### src/iefc_pkg.sv
// constants and register map of the interrupt enable and flag block
// Functional notes
// - global enable passes or blocks the core request; irq output is not gated
// - peripheral enable gates all peripheral sources
// - flags set regardless of any enable, except the pin-change flag, which needs its per-pin mask bit set
// - timer0 enable gates timer0 overflow interrupt
// - timer0 flag set on rollover, software clears
// - external enable gates external pin interrupt
// - external flag sticky until software clears
// - pin-change enable and per-pin mask gate
// - pin-change flag shows any enabled pin change
// - first enable register gates five peripheral sources
// - second enable register gates four fault sources
// - unimplemented enable bits read zero
// - taken interrupt clears global enable, vector 0004h
// - edge select picks rising or falling external edge
// - peripheral flags latched at enable bit positions
package iefc_pkg;
    localparam int unsigned ADDR_W = 8;
    localparam int unsigned DATA_W = 32;
    localparam int unsigned REG_W  = 8;

    localparam logic [ADDR_W-1:0] OFF_CONTROL  = 8'h00;
    localparam logic [ADDR_W-1:0] OFF_PIE_ONE  = 8'h04;
    localparam logic [ADDR_W-1:0] OFF_PIE_TWO  = 8'h08;
    localparam logic [ADDR_W-1:0] OFF_PIR_ONE  = 8'h0C;
    localparam logic [ADDR_W-1:0] OFF_PIR_TWO  = 8'h10;
    localparam logic [ADDR_W-1:0] OFF_OPTION   = 8'h14;
    localparam logic [ADDR_W-1:0] OFF_PC_MASK  = 8'h18;
    localparam logic [ADDR_W-1:0] OFF_EV_STAT  = 8'h1C;
    localparam logic [ADDR_W-1:0] OFF_EV_MASK  = 8'h20;
    localparam logic [ADDR_W-1:0] OFF_CORE     = 8'h24;

    // interrupt_control fields
    localparam int unsigned GLB_EN_BIT = 7;
    localparam int unsigned PER_EN_BIT = 6;
    localparam int unsigned T0_EN_BIT  = 5;
    localparam int unsigned EXT_EN_BIT = 4;
    localparam int unsigned PC_EN_BIT  = 3;
    localparam int unsigned T0_FL_BIT  = 2;
    localparam int unsigned EXT_FL_BIT = 1;
    localparam int unsigned PC_FL_BIT  = 0;

    // first peripheral register positions
    localparam int unsigned ADC_BIT  = 6;
    localparam int unsigned BCL_BIT  = 5;
    localparam int unsigned SSP_BIT  = 4;
    localparam int unsigned TMR2_BIT = 1;
    localparam int unsigned TMR1_BIT = 0;
    // second peripheral register positions
    localparam int unsigned UV_BIT   = 7;
    localparam int unsigned OC_BIT   = 5;
    localparam int unsigned OV_BIT   = 4;
    localparam int unsigned VIN_BIT  = 1;

    localparam logic [REG_W-1:0] PERIPH_ONE_IMPL = REG_W'((1 << ADC_BIT)
        | (1 << BCL_BIT) | (1 << SSP_BIT) | (1 << TMR2_BIT)
        | (1 << TMR1_BIT));
    localparam logic [REG_W-1:0] PERIPH_TWO_IMPL = REG_W'((1 << UV_BIT)
        | (1 << OC_BIT) | (1 << OV_BIT) | (1 << VIN_BIT));

    // option register: only the edge select lives here
    localparam int unsigned EDGE_SEL_BIT = 6;

    // block event status layout
    localparam int unsigned EV_W      = 5;
    localparam int unsigned EV_TIMER0 = 0;
    localparam int unsigned EV_EXT    = 1;
    localparam int unsigned EV_PCHG   = 2;
    localparam int unsigned EV_PERIPH = 3;
    localparam int unsigned EV_TAKEN  = 4;

    localparam logic [REG_W-1:0] CONTROL_RST = 8'h00;
    localparam logic [REG_W-1:0] PIE_RST     = 8'h00;
    localparam logic [REG_W-1:0] PIR_RST     = 8'h00;
    localparam logic [REG_W-1:0] OPTION_RST  = 8'h00;
    localparam logic [REG_W-1:0] PC_MASK_RST = 8'h00;
    localparam logic [15:0]      IRQ_VECTOR  = 16'h0004;
    localparam logic [15:0]      VECTOR_RST  = 16'h0000;
endpackage : iefc_pkg

### src/iefc_flag_if.sv
// carrier between the main block and its latched flag bank
`timescale 1ns/100ps
interface iefc_flag_if #(
    parameter int unsigned W = 8
);
    logic [W-1:0] set;
    logic         wr_en;
    logic [W-1:0] wr_data;
    logic [W-1:0] flags;
    modport bank (input set, input wr_en, input wr_data, output flags);
    modport user (output set, output wr_en, output wr_data, input flags);
endinterface : iefc_flag_if

### src/iefc_flag_bank.sv
// latched peripheral flag bank, software writable, hardware set wins
`timescale 1ns/100ps
module iefc_flag_bank
    import iefc_pkg::*;
#(
    parameter int unsigned   W    = 8,
    parameter logic [W-1:0]  IMPL = '1
) (
    input  wire logic     core_clk,
    input  wire logic     reset_n,
    iefc_flag_if.bank     fb
);
    logic [W-1:0] flags;
    logic [W-1:0] next_flags;

    always_comb begin
        next_flags = fb.wr_en ? fb.wr_data : flags;
        next_flags = (next_flags | fb.set) & IMPL;
    end

    always_ff @(posedge core_clk or negedge reset_n) begin
        if (!reset_n) begin
            flags <= '0;
        end else begin
            flags <= next_flags;
        end
    end

    assign fb.flags = flags;
endmodule // iefc_flag_bank

### src/iefc_irq_ctrl.sv
// interrupt enable and flag control with avalon register slave
//
// Implementation choices: register access over Avalon-MM and the address map.
`timescale 1ns/100ps
module iefc_irq_ctrl
    import iefc_pkg::*;
#(
    parameter int unsigned PC_W = 8
) (
    input  wire logic              core_clk,
    input  wire logic              reset_n,
    input  wire logic [ADDR_W-1:0] avs_address,
    input  wire logic              avs_read,
    input  wire logic              avs_write,
    input  wire logic [DATA_W-1:0] avs_writedata,
    output logic      [DATA_W-1:0] avs_readdata,
    output logic                   avs_waitrequest,
    input  wire logic              timer0_rollover,
    input  wire logic              ext_pin,
    input  wire logic [PC_W-1:0]   pin_change_in,
    input  wire logic [REG_W-1:0]  pir_one_event,
    input  wire logic [REG_W-1:0]  pir_two_event,
    input  wire logic              core_irq_taken,
    input  wire logic              core_irq_return,
    output logic                   core_irq_request,
    output logic      [15:0]       core_irq_vector,
    output logic                   irq
);
    logic [REG_W-1:0]  control;
    logic [REG_W-1:0]  next_control;
    logic [REG_W-1:0]  pie_one;
    logic [REG_W-1:0]  next_pie_one;
    logic [REG_W-1:0]  pie_two;
    logic [REG_W-1:0]  next_pie_two;
    logic [REG_W-1:0]  option;
    logic [REG_W-1:0]  next_option;
    logic [PC_W-1:0]   pin_change_mask;
    logic [PC_W-1:0]   next_pin_change_mask;
    logic [PC_W-1:0]   pin_prev;
    logic              pin_prev_valid;
    logic              ext_prev;
    logic [EV_W-1:0]   ev_status;
    logic [EV_W-1:0]   next_ev_status;
    logic [EV_W-1:0]   ev_mask;
    logic [EV_W-1:0]   next_ev_mask;
    logic              next_request;
    logic [15:0]       next_vector;
    logic [DATA_W-1:0] next_readdata;
    logic              next_waitrequest;
    logic              bus_req;
    logic              accept;
    logic              ext_edge;
    logic              pin_changed;
    logic              periph_hit;
    logic              core_hit;
    logic [EV_W-1:0]   ev_set;

    iefc_flag_if #(.W(REG_W)) pir_one_if ();
    iefc_flag_if #(.W(REG_W)) pir_two_if ();

    iefc_flag_bank #(.W(REG_W), .IMPL(PERIPH_ONE_IMPL)) u_pir_one (
        .core_clk (core_clk),
        .reset_n  (reset_n),
        .fb       (pir_one_if.bank)
    );
    iefc_flag_bank #(.W(REG_W), .IMPL(PERIPH_TWO_IMPL)) u_pir_two (
        .core_clk (core_clk),
        .reset_n  (reset_n),
        .fb       (pir_two_if.bank)
    );

    function automatic logic hit(input logic [ADDR_W-1:0] a,
                                 input logic [ADDR_W-1:0] off);
        return a[ADDR_W-1:2] == off[ADDR_W-1:2];
    endfunction

    // a write lands only on the edge where waitrequest is seen low
    assign bus_req = avs_read | avs_write;
    assign accept  = avs_write & ~avs_waitrequest;

    assign pir_one_if.set     = pir_one_event;
    assign pir_one_if.wr_en   = accept & hit(avs_address, OFF_PIR_ONE);
    assign pir_one_if.wr_data = avs_writedata[REG_W-1:0];
    assign pir_two_if.set     = pir_two_event;
    assign pir_two_if.wr_en   = accept & hit(avs_address, OFF_PIR_TWO);
    assign pir_two_if.wr_data = avs_writedata[REG_W-1:0];

    always_comb begin
        ext_edge = option[EDGE_SEL_BIT] ? (ext_pin & ~ext_prev)
                                        : (~ext_pin & ext_prev);
        pin_changed = pin_prev_valid
                    & (|((pin_change_in ^ pin_prev) & pin_change_mask));
        periph_hit = |(pir_one_if.flags & pie_one)
                   | (|(pir_two_if.flags & pie_two));
        core_hit = (control[T0_EN_BIT] & control[T0_FL_BIT])
                 | (control[EXT_EN_BIT] & control[EXT_FL_BIT])
                 | (control[PC_EN_BIT] & control[PC_FL_BIT])
                 | (control[PER_EN_BIT] & periph_hit);
        next_request = control[GLB_EN_BIT] & core_hit;
    end

    always_comb begin
        next_control         = control;
        next_pie_one         = pie_one;
        next_pie_two         = pie_two;
        next_option          = option;
        next_pin_change_mask = pin_change_mask;
        next_ev_mask         = ev_mask;
        next_vector          = core_irq_vector;
        if (accept && hit(avs_address, OFF_CONTROL)) begin
            next_control = avs_writedata[REG_W-1:0];
        end
        if (accept && hit(avs_address, OFF_PIE_ONE)) begin
            next_pie_one = avs_writedata[REG_W-1:0] & PERIPH_ONE_IMPL;
        end
        if (accept && hit(avs_address, OFF_PIE_TWO)) begin
            next_pie_two = avs_writedata[REG_W-1:0] & PERIPH_TWO_IMPL;
        end
        if (accept && hit(avs_address, OFF_OPTION)) begin
            next_option = avs_writedata[REG_W-1:0]
                        & REG_W'(1 << EDGE_SEL_BIT);
        end
        if (accept && hit(avs_address, OFF_PC_MASK)) begin
            next_pin_change_mask = avs_writedata[PC_W-1:0];
        end
        if (accept && hit(avs_address, OFF_EV_MASK)) begin
            next_ev_mask = avs_writedata[EV_W-1:0];
        end
        if (timer0_rollover) begin
            next_control[T0_FL_BIT] = 1'b1;
        end
        if (ext_edge) begin
            next_control[EXT_FL_BIT] = 1'b1;
        end
        if (pin_changed) begin
            next_control[PC_FL_BIT] = 1'b1;
        end
        // return from service re-arms the global gate
        if (core_irq_return) begin
            next_control[GLB_EN_BIT] = 1'b1;
        end
        // taken clears global enable, loads vector
        if (core_irq_taken) begin
            next_control[GLB_EN_BIT] = 1'b0;
            next_vector              = IRQ_VECTOR;
        end
    end

    always_comb begin
        ev_set            = '0;
        ev_set[EV_TIMER0] = timer0_rollover;
        ev_set[EV_EXT]    = ext_edge;
        ev_set[EV_PCHG]   = pin_changed;
        ev_set[EV_PERIPH] = |pir_one_event | (|pir_two_event);
        ev_set[EV_TAKEN]  = core_irq_taken;
        next_ev_status    = ev_status;
        if (accept && hit(avs_address, OFF_EV_STAT)) begin
            next_ev_status = ev_status & ~avs_writedata[EV_W-1:0];
        end
        // new events win over a same-cycle write-one clear
        next_ev_status = next_ev_status | ev_set;
    end

    always_comb begin
        next_readdata    = '0;
        next_waitrequest = 1'b1;
        // one wait state: answer the cycle after a request appears
        if (bus_req && avs_waitrequest) begin
            next_waitrequest = 1'b0;
            unique case (1'b1)
                hit(avs_address, OFF_CONTROL):
                    next_readdata[REG_W-1:0] = control;
                hit(avs_address, OFF_PIE_ONE):
                    next_readdata[REG_W-1:0] = pie_one;
                hit(avs_address, OFF_PIE_TWO):
                    next_readdata[REG_W-1:0] = pie_two;
                hit(avs_address, OFF_PIR_ONE):
                    next_readdata[REG_W-1:0] = pir_one_if.flags;
                hit(avs_address, OFF_PIR_TWO):
                    next_readdata[REG_W-1:0] = pir_two_if.flags;
                hit(avs_address, OFF_OPTION):
                    next_readdata[REG_W-1:0] = option;
                hit(avs_address, OFF_PC_MASK):
                    next_readdata[PC_W-1:0] = pin_change_mask;
                hit(avs_address, OFF_EV_STAT):
                    next_readdata[EV_W-1:0] = ev_status;
                hit(avs_address, OFF_EV_MASK):
                    next_readdata[EV_W-1:0] = ev_mask;
                hit(avs_address, OFF_CORE):
                    next_readdata[16:0] = {core_irq_request,
                                           core_irq_vector};
                default:
                    next_readdata = '0;
            endcase
        end
    end

    always_ff @(posedge core_clk or negedge reset_n) begin
        if (!reset_n) begin
            control          <= CONTROL_RST;
            pie_one          <= PIE_RST;
            pie_two          <= PIE_RST;
            option           <= OPTION_RST;
            pin_change_mask  <= PC_W'(PC_MASK_RST);
            pin_prev         <= '0;
            pin_prev_valid   <= 1'b0;
            ext_prev         <= 1'b0;
            ev_status        <= '0;
            ev_mask          <= '0;
            core_irq_request <= 1'b0;
            core_irq_vector  <= VECTOR_RST;
            avs_readdata     <= '0;
            avs_waitrequest  <= 1'b1;
            irq              <= 1'b0;
        end else begin
            control          <= next_control;
            pie_one          <= next_pie_one;
            pie_two          <= next_pie_two;
            option           <= next_option;
            pin_change_mask  <= next_pin_change_mask;
            pin_prev         <= pin_change_in;
            pin_prev_valid   <= 1'b1;
            ext_prev         <= ext_pin;
            ev_status        <= next_ev_status;
            ev_mask          <= next_ev_mask;
            core_irq_request <= next_request;
            core_irq_vector  <= next_vector;
            avs_readdata     <= next_readdata;
            avs_waitrequest  <= next_waitrequest;
            irq              <= |(next_ev_status & next_ev_mask);
        end
    end
endmodule // iefc_irq_ctrl

### config.mk
export PLATFORM = sky130hd
export DESIGN_NAME = iefc_irq_ctrl
export DESIGN_NICKNAME = d
export VERILOG_FILES = /design/src/iefc_pkg.sv /design/src/iefc_flag_if.sv /design/src/iefc_flag_bank.sv /design/src/iefc_irq_ctrl.sv
export SDC_FILE = /design/constraint.sdc
export NUM_CORES = 1
export LEC_CHECK = 0
export BUFFER_PORTS_ARGS = -buffer_cell sky130_fd_sc_hd__clkbuf_2
export CAP_MARGIN = 25
export CORE_UTILIZATION = 45
export CTS_CLUSTER_DIAMETER = 120
export DETAILED_ROUTE_END_ITERATION = 7
export GPL_TIMING_DRIVEN = 1
export PLACE_DENSITY = 0.72
export SYNTH_ARGS = -nofsm -noshare
export SYNTH_HDL_FRONTEND = slang
export SYNTH_HIERARCHICAL = 1
export SYNTH_SLANG_ARGS = --single-unit
### constraint.sdc
create_clock -name core_clk -period 1.65 [get_ports core_clk]
set_input_delay 0.0825 -clock core_clk [delete_from_list [all_inputs] [get_ports core_clk]]
set_output_delay 0.0825 -clock core_clk [all_outputs]
set_load 0.1 [all_outputs]
==> flow_summary.ini, run 1 <==
[setup_path]
worst_ep_required_time_ps = 1870
critical_path_class = primary input to flop
endpoint_kind = flop
cp.arrival_ps = 1930
cp_max_fo = 2
startpoint_type = primary input

[pwr]
sequentialPowerShare_pct = 45.0
powerDensity_mw_per_mm2 = 897
p_clk_share_pct = 29.6
p_sw_mw = 1.40
power_mw = 4.07
p_leak_nw = 2.17
p_int_mw = 2.67
vdd.ir_drop.worst_uv = 385
swShare_pct = 34.3
pwr-share-comb_pct = 25.4

[floorplanning]
start_util_pct = 46.3
core_mm2 = 0.00769
rows = 32
ios = 123
die_x_um = 91.0
die-area_mm2 = 0.00828
die_h_um = 91.0

[layout]
syn_to_final_growth_pct = 27.3
final_area_mm2 = 0.00453
drive_gt1_share_pct = 34.5
finalNetCount = 497
antenna_cells = 0
fill_cells = 625

[synthesis]
syn_inst = 314
avgSynthCellArea_um2 = 11.3
synth_warnings = 6
ys_async_sr_fraction_pct = 100
ys_top_cells_by_area = dfrtp_1 47%, buf_4 9.5%, mux2_1 4.7%
synth_edf_count = 0
ys_top_cells_by_count = 67 x dfrtp_1, 45 x buf_4, 18 x nand2_1
synth_area_mm2 = 0.00356
synth.most_common_cell = dfrtp_1
synth_largest_area_cell = dfrtp_1
synth_top_area_share_pct = 47.1
synth_ff_type = dfrtp_1
ys_seq_area_share_pct = 47.8
ys_types = 47
synth.ff_latch_count = 68

[detailed_routing]
drc = 0
ant_nets = 0
routed_wl_mm = 8.57
wl_per_cell_um = 16.1
vias = 2721
firstDrtPassIters = 4
viasPerCell = 5.12
first_iter_violations = 191

[grt]
grt_pass1_wl_mm = 13.9
antenna_found_initial = 0
grt_usage_pct = 22.6
grt_pass1_vias = 2690
grt_overflow_total = 0
grt_max_degree = 42

[sta]
relSlewSlack_pct = 64.1
fin_skew_ps = 9.47
hold_viol_final = 0
tightest_slew_ps = 541
worst_slack_ps = -62.4
fmax_mhz = 584
slew_violations = 0
period_needed_ps = 1710
min_period_over_period_pct = 104
rsz0062_at_grt = yes
finalSetupViolCount = 2
fin_setup_tns_ps = -70.2

[clock_network]
cts_max_level = 3
cts_buffers = 9
path_clk_slew_ps = 60
clk_latency_ps = 340
cts_buffer_depth = 2
cts.sinks = 68
postCtsSetupBuffers = 0
cts_tree = done
clock-root-buffer = clkbuf_8

[min_path]
hp-class = primary input to flop

[placement]
gp_congestion = 0.859
place_area_mm2 = 0.00412
io_buffers = 58
post-dp-hpwl_mm = 6.32

[run_status]
status = finished with violations
violations = setup timing

[flow_run]
cap_violations = 0
==> power groups by stage <==
stage	Clock [mW]	Sequential, mW	Combinational [mW]
after floorplan	0	1.95	0.714
after global placement	0	1.86	0.970
after detailed placement	0	1.86	0.979
after CTS	1.24	1.83	1.03
after global routing	1.32	1.84	1.09
final	1.20	1.83	1.03
==> cell families (layout without fill, tap and decap cells) <==
group                  count (synthesis)  count (layout)  share of synthesized area [%]
AND/OR/NAND/NOR                       77              77                           13.1
flip-flops                            68              68                           47.8
buffers and inverters                 59             132                           11.2
AO/OA/AOI/OAI                         57              57                           11.7
multiplexers                          41              41                           13.8
XOR/XNOR                               8               8                           1.97
other                                  4              46                          0.421
==> layout by cell type (no fill, tap or decap), drive strengths merged, types with 5 or more instances in the layout <==
cell,netlist,final
clkbuf,5,69
dfrtp,67,67
conb,4,46
buf,50,33
mux2,29,29
dlygate4sd3,0,24
nand2,19,19
a22oi,13,13
nor2b,13,13
a211o,10,10
nand3,10,10
mux2i,9,9
o21ai,9,9
xor2,8,8
nor2,8,8
a21oi,6,6
nand4,6,6
a22o,5,5
nor3,5,5
nor4,5,5
==> registers in the layout, indices dropped and copies added (netlist names), 5 cells and up <==
signal and cells:
pin_change_mask 8, avs_readdata 9, ev_status 5, pie_one 5
ev_mask 5, u_pir_one/fb.flags 5, control 8, pin_prev 8
==> worst paths after layout <==
kind | startpoint | endpoint | slack [ps] | depth (start not counted)
worst max-delay path | pir_two_event[4] | irq | -60 | 7
worst min-delay path | avs_read | avs_waitrequest | 30 | 2
worst max register to register | avs_waitrequest | irq | -40 | 5
worst min register to register | core_irq_request | avs_readdata[16] | 510 | 2
max in group asynchronous | reset_n | pin_prev[3] | 870 | 3
min in group asynchronous | reset_n | ev_status[1] | 220 | 2
==> stage by stage <==
stage	utilization [%]	std cells	setup slack (ps)	hold slack, ps
after floorplan	-	356	-174	-213
after global placement	53.5	492	-11.9	45.9
after detailed placement	53.5	492	-25.4	48.3
after CTS	58.9	531	-31.3	0.627
after global routing	59.0	531	-98.9	22.9
final	59.0	531	-62.4	25.5
==> area by class of cell <==
cell class,count,area (um2),area share (%)
Multi-Input combinational cell,229,1710,37.7
Timing Repair Buffer,113,807,17.8
Clock inverter,2,10.0,0.221
Inverter,4,15.0,0.331
Sequential cell,68,1710,37.6
Clock buffer,13,159,3.50
Tap cell,102,128,2.81
==> worst max-delay path: stages <==
cell and delay [ps]:
dlygate4sd3_1 540, clkbuf_2 140, nor4_2 310, nand4_1 230, a21o_1 240, o2bb2ai_1 120
a211o_1 270
==> per-layer routing <==
metal / vias up / GRT usage (%) / wire (um)
met5: - / 0 / 0
met4: 0 / 10.1 / 212
met3: 17 / 5.11 / 571
met2: 113 / 36.0 / 4100
met1: 1325 / 29.5 / 3690
li1: 1266 / - / -
==> repair_timing <==
item / CTS / global route
endpoints found under the hold margin: 37 / 0
endpoints found under the setup margin: 1 / 6
gates resized for setup: 1 / 2
pin swaps: 1 / 3
hold buffers: 24 / 0
Note: power is estimated with default switching activity, not from simulation.
==> run 2, diff against run 1 <==
Settings changed: PLACE_DENSITY 0.72 to 0.86.
==> flow_summary.ini, run 2 (synthesis results as in run 1) <==
[setup_path]
rr_worst_depth = 5
worst_ep_required_time_ps = 1890
critPathLaunch = avs_waitrequest
cp.arrival_ps = 1930
critPathSlowestCell = dfstp_4
endpoint_kind = flop
critPathMaxStageDelay_ps = 470
r2r_slack_ps = -40
path_cells = nor2b_4 -> nand3_4 -> mux2_4 -> a22o_1 -> a211o_1
cp_max_fo = 5
critical_path_class = flop to flop
startpoint_type = flop
rr_endpoint = irq
r2r-start = avs_waitrequest

[pwr]
swShare_pct = 35.0
pwr-share-comb_pct = 25.6
vdd.ir_drop.worst_uv = 454
p_int_mw = 2.62
p_sw_mw = 1.41
p_clk_share_pct = 29.0
p_leak_nw = 2.12
powerDensity_mw_per_mm2 = 897
sequentialPowerShare_pct = 45.5

[clock_network]
cts_tree = done
postCtsSetupBuffers = 0
cts_buffer_depth = 2
clock-root-buffer = clkbuf_8
cts.sinks = 68
path_clk_slew_ps = 80
cts_max_level = 3
cts_buffers = 9
clk_latency_ps = 350

[detailed_routing]
viasPerCell = 5.31
wl_per_cell_um = 17.0
vias = 2784
drc = 0
first_iter_violations = 259
routed_wl_mm = 8.91
ant_nets = 0
firstDrtPassIters = 4

[min_path]
hold_depth = 2
holdCritStartpoint = avs_writedata[3]
hp-class = primary input to flop
whs_endpoint = pin_change_mask[3]

[layout]
largest_reg_flops = 9
drive_gt1_share_pct = 34.4
layout_commonest_cell = dfrtp_1
layout.cells.non_filler = 524
top_register = avs_readdata
syn_to_final_growth_pct = 26.1
finalNetCount = 491
antenna_cells = 0
fill_cells = 645
final_core_util_pct = 58.4
final_cell_mix = 67 x dfrtp_1, 58 x clkbuf_2, 46 x conb_1, 23 x dlygate4sd3_1, 22 x buf_4

[grt]
grt_pass1_vias = 2805
grt_max_degree = 69
grt_overflow_total = 0
grt_usage_pct = 23.1
antenna_found_initial = 0
grt_pass1_wl_mm = 14.2

[floorplanning]
ios = 123
die-area_mm2 = 0.00828
start_util_pct = 46.3
die_h_um = 91.0
die_x_um = 91.0
rows = 32
core_mm2 = 0.00769

[placement]
io_buffers = 58
placed_cells = 487
gp_congestion = 0.894
post-dp-hpwl_mm = 6.32
post-place-ws_ps = -22.0

[flow_run]
cap_violations = 0

[sta]
tightest_slew_ps = 550
fmax_mhz = 592
worst_slack_ps = -40.5
finalSetupViolCount = 1
period_needed_ps = 1690
slew_violations = 0
fin_skew_ps = 14.6
hold_viol_final = 0
relSlewSlack_pct = 63.5
rsz0062_at_grt = yes
min_period_over_period_pct = 102

[run_status]
status = finished with violations
violations = setup timing
run 2: power groups by stage:
stage	clock [mW]	combinational (mW)	sequential, mW
CTS	1.19	1.02	1.83
floorplan	0	0.714	1.95
global placement	0	0.960	1.85
global route	1.26	1.08	1.84
finish	1.17	1.03	1.83
detailed placement	0	0.974	1.86
run 2: how the worst max path moves through the flow:
stage | to | depth (start not counted)
finish | irq | 5
CTS | irq | 6
floorplan | irq | 5
global route | irq | 5
detailed placement | irq | 6
global placement | irq | 6
run 2: layer usage:
| metal | GRT usage, % | wire length, um | up-vias |
|---|---|---|---|
| li1 | - | - | 1256 |
| met5 | 0 | 0 | - |
| met2 | 37.2 | 4270 | 152 |
| met1 | 28.7 | 3660 | 1351 |
| met4 | 12.0 | 317 | 0 |
| met3 | 5.78 | 661 | 25 |
run 2: worst max-delay path: cells and delay by family, from the launching register on:
family,cells,cell delay [ps]
DFF,1,470
AOI/OAI and AO/OA,2,440
and+or+nand+nor,2,340
muxes,1,330
run 2: repair_timing:
item                       in CTS  in global routing
gates resized for setup         0                  6
hold buffers                   23                  0
hold endpoints to repair       88                  0
pin swaps                       0                  2
setup endpoints to repair       1                  2
run 2: per-stage QoR:
step	total power, mW	TNS (ps)	instance area (um2)	hold WS, ps
6_report	4.03	-40.5	4490	55.0
2_1_floorplan	2.66	-3600	3830	-213
3_3_place_gp	2.81	0	4080	126
3_5_place_dp	2.83	-22.0	4080	137
5_1_grt	4.19	-127	4490	46.0
4_1_cts	4.04	-21.7	4460	47.3
run 2: area by class of cell:
cell class                      count  area (um2)  area share [%]
Clock inverter                      2        12.5           0.279
Multi-Input combinational cell    229        1730            38.5
Inverter                            4        15.0           0.334
Tap cell                          102         128            2.84
Timing Repair Buffer              107         757            16.9
Clock buffer                       12         145            3.23
Sequential cell                    68        1710            38.0
==> run 3, diff against run 2 <==
Settings changed: HOLD_SLACK_MARGIN set to 0.06.
==> flow_summary.ini, run 3 (synthesis results as in run 1) <==
[pwr]
powerDensity_mw_per_mm2 = 890
p_clk_share_pct = 29.0
p_leak_nw = 2.14
pwr-share-comb_pct = 25.7
vdd.ir_drop.worst_uv = 458
p_int_mw = 2.62
power_mw = 4.04
sequentialPowerShare_pct = 45.3
swShare_pct = 35.0
p_sw_mw = 1.42

[sta]
slew_violations = 0
min_period_over_period_pct = 102
fin_setup_tns_ps = -37.2
fin_skew_ps = 14.6
period_needed_ps = 1690
timing.hold.ws_ps = 70.5
relSlewSlack_pct = 63.5
worst_slack_ps = -37.2
rsz0062_at_grt = yes
finalSetupViolCount = 1
fmax_mhz = 593
tightest_slew_ps = 550
hold_viol_final = 0

[grt]
met3_usage_pct = 5.86
grt_pass1_vias = 2853
grt_pass1_wl_mm = 14.4
grt_busiest_layer = met2
grt_max_degree = 69
grt_usage_pct = 23.4
grtUsageMet1_pct = 28.7
grt_overflow_total = 0
antenna_found_initial = 0
grt_util_met2_pct = 38.3

[layout]
syn_to_final_growth_pct = 27.5
final_area_mm2 = 0.00454
largest_reg_flops = 9
antenna_cells = 0
layout_commonest_cell = dfrtp_1
drive_gt1_share_pct = 34.0
finalNetCount = 496
top_register = avs_readdata
final_cell_mix = 67 x dfrtp_1, 58 x clkbuf_2, 46 x conb_1, 28 x dlygate4sd3_1, 22 x buf_4
final_core_util_pct = 59.1

[floorplanning]
rows = 32
die_x_um = 91.0
die_h_um = 91.0
die-area_mm2 = 0.00828
ios = 123
core_mm2 = 0.00769
start_util_pct = 46.3

[flow_run]
cap_violations = 0

[clock_network]
clock-root-buffer = clkbuf_8
cts_buffers = 9
cts_buffer_depth = 2
cts_max_level = 3
clk_latency_ps = 350
cts.sinks = 68
path_clk_slew_ps = 70
cts_tree = done

[detailed_routing]
routed_wl_mm = 9.00
first_iter_violations = 268
wl_per_cell_um = 17.0
vias = 2820
ant_nets = 0
viasPerCell = 5.33
drc = 0
firstDrtPassIters = 4

[min_path]
holdCritStartpoint = avs_address[5]
hp-class = primary input to flop
hold_depth = 3
whs_endpoint = avs_readdata[16]

[run_status]
violations = setup timing
status = finished with violations

[setup_path]
rr_endpoint = irq
startpoint_type = flop
cp_max_fo = 5
critPathTopFamily = flip-flops
critPathSlowestCell = dfstp_4
critPathMaxStageDelay_ps = 470
path_cells = nor2b_4 -> nand3_4 -> mux2_4 -> a22o_1 -> a211o_1
r2r-start = avs_waitrequest
cp.arrival_ps = 1930
r2r_slack_ps = -40
cp_num_buf_inv = 0
endpoint_kind = flop
critical_path_class = flop to flop
rr_worst_depth = 5
worst_ep_required_time_ps = 1890

[placement]
io_buffers = 58
post-dp-hpwl_mm = 6.32
place_area_mm2 = 0.00408
gp_congestion = 0.894
==> run 3: cell count changes in the layout (fill, tap and decap cells not counted) <==
| cell | delta |
|---|---|
| dlygate4sd3_1 | +5 |
==> run 3: layout make-up <==
cell class | instances | area (um2)
clock buffers | 12 | 145
clock inverters | 2 | 12.5
fillers | 637 | 3150
inverters | 4 | 15.0
multi-input cells | 229 | 1730
flip-flops and latches | 68 | 1710
well taps | 102 | 128
repair buffers | 112 | 807
==> run 3: worst reg2reg max path: stages, from the launching register on <==
cell and delay [ps]:
dfstp_4 470, nor2b_4 190, nand3_4 140, mux2_4 330, a22o_1 220, a211o_1 220
==> run 3: timing repair <==
| action | 4_1_cts | 5_1_grt |
|---|---|---|
| hold buffers | 28 | 0 |
| hold endpoints to repair | 97 | 0 |
| endpoints found under the setup margin | 1 | 2 |
| pin swaps | 0 | 2 |
| setup buffers | 0 | 0 |
| resized for setup | 0 | 6 |
==> run 3: worst max-delay path by stage <==
stage               cells past startpoint  slack (ps)  endpoint       startpoint
detailed placement                      6         -20       irq   avs_address[7]
global route                            5         -90       irq  avs_waitrequest
finish                                  5         -40       irq  avs_waitrequest
global placement                        6           5       irq  avs_waitrequest
CTS                                     6         -20       irq  avs_waitrequest
floorplan                               5        -170       irq  avs_waitrequest
==> run 3: per-stage QoR <==
stage | instances | setup slack [ps]
3_3_place_gp | 487 | 4.78
4_1_cts | 529 | -21.7
5_1_grt | 529 | -86.7
2_1_floorplan | 356 | -174
6_report | 529 | -37.2
3_5_place_dp | 487 | -22.0
==> run 3: routing by layer <==
metal / part of all wire, % / up-vias
met5: 0 / -
met4: 3.5 / 0
met3: 7.0 / 29
met2: 49 / 139
met1: 41 / 1388
li1: - / 1264
==> run 3: power by group through the flow <==
stage               Clock, mW  Sequential [mW]  Combinational [mW]
global placement            0             1.85               0.960
detailed placement          0             1.86               0.974
global route             1.26             1.84                1.09
CTS                      1.19             1.83                1.03
finish                   1.17             1.83                1.04
floorplan                   0             1.95               0.714
